--- config.mk ---
export PLATFORM = sky130hd
export DESIGN_NAME = rfpg_bank
export DESIGN_NICKNAME = d
export VERILOG_FILES = /design/src/rfpg_pkg.sv /design/src/rfpg_bank.sv
export SDC_FILE = /design/constraint.sdc
export NUM_CORES = 1
export LEC_CHECK = 0
export ABC_CLOCK_PERIOD_IN_PS = 3130
export BUFFER_PORTS_ARGS = -buffer_cell sky130_fd_sc_hd__buf_2
export CAP_MARGIN = 5
export CORE_MARGIN = 4
export CORE_UTILIZATION = 56
export CTS_BUF_LIST = sky130_fd_sc_hd__clkbuf_16
export CTS_CLUSTER_DIAMETER = 150
export CTS_CLUSTER_SIZE = 20
export DETAILED_ROUTE_END_ITERATION = 8
export PLACE_DENSITY_LB_ADDON = 0.15
export SLEW_MARGIN = 20
export SYNTH_ARGS = -nofsm -noshare
export SYNTH_HDL_FRONTEND = slang
export SYNTH_SLANG_ARGS = --single-unit
export TNS_END_PERCENT = 30
--- constraint.sdc ---
create_clock -name core_clk_i -period 3.13 [get_ports core_clk_i]
set_input_delay 0 -clock core_clk_i [delete_from_list [all_inputs] [get_ports core_clk_i]]
set_output_delay 0 -clock core_clk_i [all_outputs]
set_load 0.01 [all_outputs]
--- src/rfpg_pkg.sv ---
// package for the rail fault and power-good tree mask bank
package rfpg_pkg;
  localparam logic [7:0] RFPG_OFS_FAULT_MASK2 = 8'ha3;
  localparam logic [7:0] RFPG_OFS_PG_MASK1    = 8'ha4;
  localparam logic [7:0] RFPG_OFS_PG_MASK2    = 8'ha5;
  // fault mask register fields
  localparam int RFPG_FM_AUX_LDO_THREE = 0;
  localparam int RFPG_FM_SWITCH_B_ONE  = 1;
  localparam int RFPG_FM_SWITCH_B_TWO  = 2;
  localparam int RFPG_FM_DDR_TERM      = 3;
  localparam int RFPG_FM_AUX_LDO_ONE   = 4;
  localparam int RFPG_FM_RSVD_ONE      = 5;
  localparam int RFPG_FM_RSVD_ZERO     = 6;
  localparam int RFPG_FM_RSVD_RO       = 7;
  // writable bits of the fault mask register
  localparam logic [7:0] RFPG_FM_WMASK = 8'h7f;
  // reset values stand in for the factory variant
  localparam logic [7:0] RFPG_RST_FAULT_MASK2 = 8'h20;
  localparam logic [7:0] RFPG_RST_PG_MASK1    = 8'hff;
  localparam logic [7:0] RFPG_RST_PG_MASK2    = 8'hff;

  typedef struct packed {
    logic [7:0] fault_mask;
    logic [7:0] pg_mask1;
    logic [7:0] pg_mask2;
    logic [7:0] rdata;
    logic       pg_out;
    logic       shutdown;
  } rfpg_state_t;

  // register port request
  typedef struct packed {
    logic       wr_en;
    logic       rd_en;
    logic [7:0] addr;
    logic [7:0] wdata;
  } rfpg_req_t;
endpackage : rfpg_pkg

--- src/rfpg_bank.sv ---
// rail fault mask and output one power-good tree bank
`timescale 1ns/1ps
module rfpg_bank
  import rfpg_pkg::*;
(
  // clock and reset
  input  wire logic              core_clk_i,
  input  wire logic              sys_rst_i,
  // register port
  input  wire rfpg_pkg::rfpg_req_t req_i,
  output logic [7:0]             rdata_o,
  // rail faults: 0 aux ldo three, 1 sw b one, 2 sw b two, 3 ddr term, 4 aux ldo one
  input  wire logic [4:0]        rail_fault_i,
  // power good, mask one order: 0..7 = buck_controller_one,buck_controller_two,buck_controller_three,internal_buck_four,internal_buck_five,internal_buck_six,sw a1,ldo two
  input  wire logic [7:0]        pg_group1_i,
  // mask two order: 0 ldo three, 1 sw b1, 2 shared slot, 3 ddr term, 4..7 ctl 1,2,4,5
  input  wire logic [7:0]        pg_group2_i,
  // outputs
  output logic                   pg_output_one_o,
  output logic                   shutdown_req_o
);
  import rfpg_pkg::*;

  logic [4:0] flt_s1;
  logic [4:0] flt_s2;
  logic [7:0] pg1_s1;
  logic [7:0] pg1_s2;
  logic [7:0] pg2_s1;
  logic [7:0] pg2_s2;

  rfpg_state_t st;
  rfpg_state_t next_st;

  // pin inputs pass two flops
  always_ff @(posedge core_clk_i or posedge sys_rst_i)
  begin
    if (sys_rst_i)
    begin
      flt_s1 <= 5'h00;
      flt_s2 <= 5'h00;
      pg1_s1 <= 8'h00;
      pg1_s2 <= 8'h00;
      pg2_s1 <= 8'h00;
      pg2_s2 <= 8'h00;
    end
    else
    begin
      flt_s1 <= rail_fault_i;
      flt_s2 <= flt_s1;
      pg1_s1 <= pg_group1_i;
      pg1_s2 <= pg1_s1;
      pg2_s1 <= pg_group2_i;
      pg2_s2 <= pg2_s1;
    end
  end

  logic [7:0] pg1_ok;
  logic [7:0] pg2_ok;
  logic [4:0] flt_live;

  // per-bit mask: masked input counts as good, masked fault counts as none
  genvar gi;
  generate
    for (gi = 0; gi < 8; gi++)
    begin : g_pg
      assign pg1_ok[gi] = pg1_s2[gi] | st.pg_mask1[gi];
      assign pg2_ok[gi] = pg2_s2[gi] | st.pg_mask2[gi];
    end
    for (gi = 0; gi < 5; gi++)
    begin : g_flt
      assign flt_live[gi] = flt_s2[gi] & ~st.fault_mask[gi];
    end
  endgenerate

  always_comb
  begin
    next_st = st;
    if (req_i.wr_en)
    begin
      if (req_i.addr == RFPG_OFS_FAULT_MASK2)
        next_st.fault_mask = (st.fault_mask & ~RFPG_FM_WMASK) | (req_i.wdata & RFPG_FM_WMASK);
      else if (req_i.addr == RFPG_OFS_PG_MASK1)
        next_st.pg_mask1 = req_i.wdata;
      else if (req_i.addr == RFPG_OFS_PG_MASK2)
        next_st.pg_mask2 = req_i.wdata;
    end
    if (req_i.rd_en)
    begin
      if (req_i.addr == RFPG_OFS_FAULT_MASK2)
        next_st.rdata = st.fault_mask;
      else if (req_i.addr == RFPG_OFS_PG_MASK1)
        next_st.rdata = st.pg_mask1;
      else if (req_i.addr == RFPG_OFS_PG_MASK2)
        next_st.rdata = st.pg_mask2;
      else
        next_st.rdata = 8'h00;
    end
    next_st.pg_out   = &{pg1_ok, pg2_ok};
    next_st.shutdown = |flt_live;
  end

  always_ff @(posedge core_clk_i or posedge sys_rst_i)
  begin
    if (sys_rst_i)
    begin
      st.fault_mask <= RFPG_RST_FAULT_MASK2;
      st.pg_mask1   <= RFPG_RST_PG_MASK1;
      st.pg_mask2   <= RFPG_RST_PG_MASK2;
      st.rdata      <= 8'h00;
      st.pg_out     <= 1'b0;
      st.shutdown   <= 1'b0;
    end
    else
      st <= next_st;
  end

  assign rdata_o         = st.rdata;
  assign pg_output_one_o = st.pg_out;
  assign shutdown_req_o  = st.shutdown;
endmodule : rfpg_bank

==> results of run 1 <==
## synthesized netlist by cell type, drive strengths merged (2+ instances only)
master   number  area [um2]
a221o         6        60.1
o22ai         8        50.1
nor2          4        15.0
nor3          6        30.0
dfstp        17         447
nand4bb       2        22.5
mux2         23         259
mux2i         7        70.1
dfrtp        58        1450
inv           9        33.8
buf          10        72.6
o221ai        2        17.5
clkbuf        2        7.51
nor4          2        42.5
nor4bb        2        20.0
## metal layers
layer  vias up  part of all wire  wire, um  track usage
li1        766                 -         -            -
met1       802              0.42      2180        0.234
met2        54              0.51      2660        0.332
met3        13             0.046       239       0.0679
met4         0             0.024       127       0.0872
met5         -                 0         0            0
## cell usage in the layout, fill, tap and decap left out, types with 2 or more instances in the layout
cell type	n
mux2i_1	7
dfrtp_1	58
buf_2	50
nor2_1	4
o221ai_1	2
o22ai_1	8
nor4_4	2
mux2_2	23
clkinv_2	3
nor3_1	6
bufinv_16	2
dlygate4sd3_1	31
a221o_1	6
nor4bb_1	2
inv_1	10
clkbuf_16	9
nand4bb_1	2
dfstp_2	17
## cell type report
| cell class | count | area [um2] | share of cell area |
|---|---|---|---|
| Clock buffer | 9 | 225 | 0.0634 |
| Multi-Input combinational cell | 74 | 677 | 0.190 |
| Inverter | 9 | 35.0 | 0.00986 |
| Sequential cell | 75 | 1900 | 0.534 |
| Clock inverter | 7 | 85.1 | 0.0239 |
| Tap cell | 52 | 65.1 | 0.0183 |
| Timing Repair Buffer | 82 | 568 | 0.160 |
## what timing repair did
item / in CTS / in global routing
endpoints found under the hold margin: 47 / 0
resized for setup: 0 / 0
hold buffers: 31 / 0
setup buffers: 0 / 0
## power groups by stage
stage	sequential (mW)	clock [mW]	combinational, mW
after global placement	1.05	0	0.0896
after CTS	1.04	1.07	0.124
after global routing	1.05	1.13	0.138
final	1.04	1.05	0.124
after floorplan	1.05	0	0.0516
after detailed placement	1.06	0	0.0939
## metrics by stage
stage / instance area [um2] / total power, mW / hold slack [ns]
2_1_floorplan: 2690 / 1.10 / 0.0314
3_3_place_gp: 2930 / 1.14 / 0.108
3_5_place_dp: 2930 / 1.15 / 0.109
4_1_cts: 3550 / 2.24 / 0.0809
5_1_grt: 3550 / 2.31 / 0.129
6_report: 3550 / 2.22 / 0.0937
## state kept, by name (all words and copies together), names as in the netlist
signal and cells:
st 23, pg1_s1 8, pg1_s2 8, pg2_s1 8, pg2_s2 8, rdata_o 8, flt_s1 5, flt_s2 5
pg_output_one_o 1, shutdown_req_o 1
## critical path, stage by stage
cell       delay, ns
buf_2           0.10
nand4bb_1       0.48
nor4_4          0.69
mux2_2          0.41
## logic make-up (layout without fill, tap and decap cells)
kind of cell	after synthesis	in the layout
simple gates	25	25
compound gates	19	19
mux	30	30
flops	75	75
buf+inv	21	107
## how the worst max path moves through the flow
stage / startpoint / to / slack, ns / cells past startpoint
floorplan: sys_rst_i / flt_s1[0] / 1.25 / 1
global placement: req_i[11] / st[24] / 1.41 / 4
CTS: sys_rst_i / st[25] / 1.64 / 4
finish: req_i[11] / st[22] / 1.69 / 4
global route: req_i[11] / st[19] / 1.56 / 4
detailed placement: req_i[11] / st[10] / 1.34 / 4
==> impl_metrics.ini, run 1 <==
[timing]
tightest_slew_ns = 0.907
finalClockSkew_ns = 0.00480
slew_viol_final = 0
grt_setup_unrepaired = false
max_freq_mhz = 696
finalSetupTns_ns = 0
final.setup.worst_slack_ns = 1.69
period_minus_slack_ns = 1.44
finalHoldViolCount = 0
final-setup-viol-count = 0
finalCritPeriodShare = 0.459
max_slew_margin = 0.395

[global_routing]
antenna_found_initial = 0
grt.total_usage = 0.199
grt_first_pass_wirelength_um = 8820
grt_max_degree = 59
grt_pass1_vias = 1773
grt-ovfl-total = 0

[critical_path]
crit_required_ns = 3.38
reg2reg_depth = 3
rrSetupSlack_ns = 2.07
r2r-start = st[10]
arrival_ns = 1.69
start_kind = primary input
end_kind = flop
critPathMaxFanout = 9
worst-setup-path-type = primary input to flop
r2r-end = rdata_o[0]

[die]
design.core.area_mm2 = 0.00450
initial_core_util = 0.597
fp-row-count = 24
die_height_um = 77.3
ios = 51
die_area_mm2 = 0.00597
die_w_um = 77.3

[hold_path]
min_from = req_i[12]
worstHoldEndpoint = rdata_o[6]
holdCritPathClass = primary input to flop
hold_path_depth = 4

[clock_network]
clock_path_buffers = 2
clock-root-buffer = clkbuf_16
clkSinkCount = 75
htreeDepth = 3
clk_pin_slew_ns = 0.06
clk_latency_ns = 0.33
cts_tree = yes
numCtsBuffers = 9

[route]
firstDrtPassIters = 4
drc_errors = 0
wire_per_inst_um = 16.9
vias_per_cell = 5.31
vias = 1635
drt-total-wl_um = 5210
antenna_left = 0
drtIter0Drc = 76

[synthesis]
postSynthCellCount = 170
seq_area_frac_synth = 0.706
yosysUniqueCellTypes = 28
synth-simple-area-share = 0.0717
yosysWarnings = 0
synth_top_family_by_area = multiplexers
yosys.area_share.adder = 0
async_flop_share = 1.00
synthXorXnorAreaFrac = 0
muxShareOfSynthArea = 0.122
synth-edff-count = 0
ys_ff_latch = 75
synth_nets = 211
syn_area_mm2 = 0.00269
synth_compound_area_frac = 0.0577
synthFlopType = dfrtp_1
syn_avg_cell_area_um2 = 15.8

[final_layout]
syn2layout_area_growth_pct = 32.2
final_cells = 308
nNetsFinal = 292
antenna-diode-count = 0
drive_gt1_frac = 0.430
final_util = 0.789
fill_cells = 272

[power]
power_density_mw_per_mm2 = 624
p_sw_mw = 0.441
ir_drop_mv = 0.428
swShare = 0.199
pwr-share-comb = 0.056
seq_power_share = 0.469
intPower_mw = 1.78
clkPwrFrac = 0.475
p_leak_nw = 1.65

[placement]
dp_cells = 261
dp_hpwl_um = 3410
dp_slack_ns = 1.34
port_buffers = 50
place_congestion = 0.763

[run_status]
status = completed

[flow_run]
cap_violations = 0
No activity file was read; power rests on OpenSTA's default activity.
==> inputs of run 2 (changes only) <==
ABC_CLOCK_PERIOD_IN_PS = 1270   (was 3130)
CORE_UTILIZATION = 49   (was 56)
clock period = 1.27 ns   (was 3.13 ns; I/O delays follow)
==> impl_metrics.ini, run 2 (synthesis gave the netlist of run 1 again) <==
[global_routing]
grt.total_usage = 0.177
antenna_found_initial = 0
grt_first_pass_wirelength_um = 8560
grt-ovfl-total = 0
grt_max_degree = 76
grt_pass1_vias = 1771

[critical_path]
critPathMaxFanout = 6
r2r-start = st[26]
reg2reg_depth = 3
rrSetupSlack_ns = 0.18
critPathMaxStageDelay_ns = 0.52
worst-setup-path-type = primary input to flop
start_kind = primary input
r2r-end = shutdown_req_o
crit_required_ns = 1.53
arrival_ns = 1.47
critPathSlowestCell = dlygate4sd3_1
path_cells = dlygate4sd3_1, buf_2, nor4bb_1, and3_2, a221o_1
end_kind = flop

[placement]
place_congestion = 0.816
port_buffers = 50
dp_hpwl_um = 3430

[flow_run]
cap_violations = 0

[route]
drt-total-wl_um = 5110
antenna_left = 0
vias = 1640
firstDrtPassIters = 4
wire_per_inst_um = 15.3
drtIter0Drc = 54
vias_per_cell = 4.91
drc_errors = 0

[timing]
grt_setup_unrepaired = false
slew_viol_final = 0
tightest_slew_ns = 0.385
finalHoldViolCount = 0
max_slew_margin = 0.740
finalClockSkew_ns = 0.00740
period_minus_slack_ns = 1.21
finalCritPeriodShare = 0.953
final-setup-viol-count = 0
max_freq_mhz = 826
finalSetupTns_ns = 0

[final_layout]
largest_register_ffs = 23
regMostFlops = st
regArea_mm2 = 0.00190
fill_cells = 375
final_common_cell = dfrtp_1
nNetsFinal = 300
layout_common_cells = 58 x dfrtp_1, 50 x buf_2, 31 x dlygate4sd3_1
drive_gt1_frac = 0.455
multi_input_area_um2 = 678
syn2layout_area_growth_pct = 35.4
antenna-diode-count = 0

[run_status]
status = completed

[power]
finalPower_mw = 5.36
ir_drop_mv = 1.14
power_density_mw_per_mm2 = 1470
p_leak_nw = 1.67

[clock_network]
clock_path_buffers = 2
numCtsBuffers = 9
clk_latency_ns = 0.33
cts_tree = yes
clk_pin_slew_ns = 0.05
postCtsSetupRepairBufs = 0
clkSinkCount = 75
clock-root-buffer = clkbuf_16
htreeDepth = 3

[hold_path]
holdCritPathClass = primary input to flop
min_from = req_i[8]
worstHoldEndpoint = rdata_o[6]
hold_path_depth = 3

[die]
fp-row-count = 26
initial_core_util = 0.517
die_height_um = 82.1
ios = 51
die_w_um = 82.1
design.core.area_mm2 = 0.00520
die_area_mm2 = 0.00674
## run 2: changes by cell type in the layout (fill, tap and decap cells not counted), sizes merged
cell,change
clkinvlp,+3
clkinv,-2
buf,+8
bufinv,-1
## run 2: per-layer routing
layer / vias up / part of all wire / global-route usage
li1: 785 / - / -
met1: 808 / 0.42 / 0.213
met2: 41 / 0.52 / 0.289
met3: 6 / 0.051 / 0.0614
met4: 0 / 0.012 / 0.0764
met5: - / 0 / 0
## run 2: area by class of cell
type / instances / share of cell area
well taps: 70 / 0.0241
flip-flops and latches: 75 / 0.521
repair buffers: 90 / 0.176
inverters: 9 / 0.0103
multi-input cells: 74 / 0.186
clock inverters: 7 / 0.0203
clock buffers: 9 / 0.0619
## run 2: timing repair
action,CTS,global route
endpoints found under the hold margin,103,0
resized for setup,0,1
hold buffers,31,0
endpoints found under the setup margin,0,6
## run 2: worst max-delay path: cells and delay by family
| kind | cells | cell delay [ns] |
|---|---|---|
| simple gates | 2 | 0.67 |
| buf+inv | 2 | 0.65 |
| compound gates | 1 | 0.16 |
## run 2: where the power goes
group	total, mW	switching [mW]	internal (mW)
Clock	2.47	0.949	1.52
Combinational	0.319	0.141	0.178
Sequential	2.56	0.0491	2.52
Total	5.36	1.14	4.22
## run 2: how the worst max path moves through the flow
stage / start / end / depth (start not counted)
2_1_floorplan: req_i[11] / st[10] / 4
3_3_place_gp: req_i[11] / st[11] / 5
3_5_place_dp: req_i[11] / st[24] / 5
4_1_cts: req_i[16] / rdata_o[0] / 5
5_1_grt: req_i[16] / rdata_o[0] / 5
6_report: req_i[16] / rdata_o[0] / 5
## run 2: stage by stage
stage | instances | hold WS (ns) | instance area (um2) | util | setup slack, ns
final | 334 | 0.0453 | 3640 | 0.700 | 0.0598
after CTS | 334 | 0.0340 | 3640 | 0.699 | 0.0378
after global placement | 287 | 0.107 | 3030 | 0.582 | -0.0347
after global routing | 334 | 0.0630 | 3640 | 0.700 | 0.0375
after detailed placement | 287 | 0.109 | 3030 | 0.582 | -0.0928
after floorplan | 170 | 0.0314 | 2690 | - | 0.0701
==> inputs of run 3 (changes only) <==
--- a/config.mk
+++ b/config.mk
@@ -7,3 +7,3 @@
 export LEC_CHECK = 0
-export ABC_CLOCK_PERIOD_IN_PS = 1270
+export ABC_CLOCK_PERIOD_IN_PS = 1080
 export BUFFER_PORTS_ARGS = -buffer_cell sky130_fd_sc_hd__buf_2
==> constraint.sdc (replaced) <==
create_clock -name core_clk_i -period 1.08 [get_ports core_clk_i]
set_input_delay 0 -clock core_clk_i [delete_from_list [all_inputs] [get_ports core_clk_i]]
set_output_delay 0 -clock core_clk_i [all_outputs]
set_load 0.005 [all_outputs]
==> impl_metrics.ini, run 3 (synthesis gave the netlist of run 1 again) <==
[placement]
place_congestion = 0.823
dp_hpwl_um = 3520
port_buffers = 50
post_dp_cell_area_mm2 = 0.00305

[critical_path]
worst-setup-path-type = flop to flop
path_cells = inv_1, a222oi_1, o221ai_1
crit_required_ns = 1.26
critPathSlowestCell = dfrtp_1
critPathMaxFanout = 2
path_buf_inv = 1
end_kind = flop
crit_family = compound AO/OA/AOI/OAI gates
start_kind = flop
arrival_ns = 1.25
critPathMaxStageDelay_ns = 0.35

[timing]
finalClockSkew_ns = 0.00665
max_freq_mhz = 940
finalSetupTns_ns = 0
finalCritPeriodShare = 0.985
tightest_slew_ns = 0.520
slew_viol_final = 0
final-setup-viol-count = 0
finalHoldViolCount = 0
max_slew_margin = 0.649
grt_setup_unrepaired = true
hold-worst-slack_ns = 0.0816
period_minus_slack_ns = 1.06

[power]
power_density_mw_per_mm2 = 1770
finalPower_mw = 6.52
ir_drop_mv = 1.72
p_leak_nw = 1.71

[route]
vias = 1672
firstDrtPassIters = 4
vias_per_cell = 4.96
drc_errors = 0
wire_per_inst_um = 15.3
antenna_left = 0
drtIter0Drc = 107
drt-total-wl_um = 5170

[final_layout]
drive_gt1_frac = 0.461
nNetsFinal = 303
fill_cells = 348
fin_area_mm2 = 0.00369
antenna-diode-count = 0
final_util = 0.709
layout_common_cells = 58 x dfrtp_1, 50 x buf_2, 31 x dlygate4sd3_1
syn2layout_area_growth_pct = 37.3
final_common_cell = dfrtp_1
largest_register_ffs = 23
multi_input_area_um2 = 687
regArea_mm2 = 0.00190
regMostFlops = st

[clock_network]
clock_path_buffers = 2
clkSinkCount = 75
numCtsBuffers = 9
postCtsSetupRepairBufs = 0
clk_pin_slew_ns = 0.05
cts_tree = yes
clk_latency_ns = 0.33
htreeDepth = 3
clock-root-buffer = clkbuf_16

[die]
die_w_um = 82.1
ios = 51
die_height_um = 82.1
design.core.area_mm2 = 0.00520
die_area_mm2 = 0.00674
fp-row-count = 26
initial_core_util = 0.517

[flow_run]
cap_violations = 0

[global_routing]
grt_max_degree = 76
grt.total_usage = 0.179
grt_pass1_vias = 1803
antenna_found_initial = 0
grt-ovfl-total = 0
grt_first_pass_wirelength_um = 8590

[run_status]
status = completed

[hold_path]
holdCritPathClass = primary input to flop
[run 3: changes by cell type in the layout (fill, tap and decap cells not counted), sizes merged]
| cell | previous run | this run |
|---|---|---|
| clkinv | 1 | 0 |
| bufinv | 1 | 2 |
| inv | 10 | 12 |
| clkinvlp | 4 | 2 |
| buf | 59 | 62 |
[run 3: report_power, final]
part	internal, mW	total, mW	switching (mW)	leakage, nW
Clock	2.02	3.12	1.10	0.159
Sequential	2.96	3.01	0.0555	0.883
Combinational	0.218	0.387	0.169	0.670
Total	5.20	6.52	1.33	1.71
[run 3: path summary, 6_finish.rpt]
| path | start | to | slack (ns) | depth (start not counted) |
|---|---|---|---|---|
| max | st[26] | shutdown_req_o | 0.02 | 3 |
| min | req_i[16] | rdata_o[7] | 0.08 | 3 |
| max reg2reg | st[26] | shutdown_req_o | 0.02 | 3 |
| min reg2reg | pg1_s1[1] | pg1_s2[1] | 0.34 | 0 |
| max in group asynchronous | sys_rst_i | st[19] | 0.42 | 4 |
| min in group asynchronous | sys_rst_i | pg1_s1[7] | 0.30 | 4 |
[run 3: worst reg2reg max path: cells and delay by family, from the launching register on]
kind,cells,cell delay [ns]
buf+inv,1,0.05
compound gates,2,0.52
flops,1,0.35
[run 3: layer usage]
| layer | GRT usage | vias to the layer above | wire length (um) |
|---|---|---|---|
| li1 | - | 788 | - |
| met5 | 0 | - | 0 |
| met2 | 0.289 | 45 | 2690 |
| met4 | 0.101 | 0 | 133 |
| met3 | 0.0691 | 16 | 283 |
| met1 | 0.204 | 823 | 2060 |
[run 3: per-stage QoR]
stage               setup WS (ns)  cells
global route              -0.0798    337
CTS                      -0.00129    337
detailed placement         -0.284    290
finish                     0.0166    337
floorplan                  -0.120    170
global placement           -0.225    290
[run 3: what timing repair did]
item,4_1_cts,5_1_grt
hold buffers,31,0
setup endpoints to repair,1,12
hold endpoints to repair,103,0
resized for setup,0,2
pin swaps,0,2
[run 3: cell type report]
cell class,instances,area share
flip-flops and latches,75,0.514
multi-input cells,74,0.186
repair buffers,93,0.180
clock buffers,9,0.0610
clock inverters,7,0.0251
well taps,70,0.0237
inverters,9,0.0102
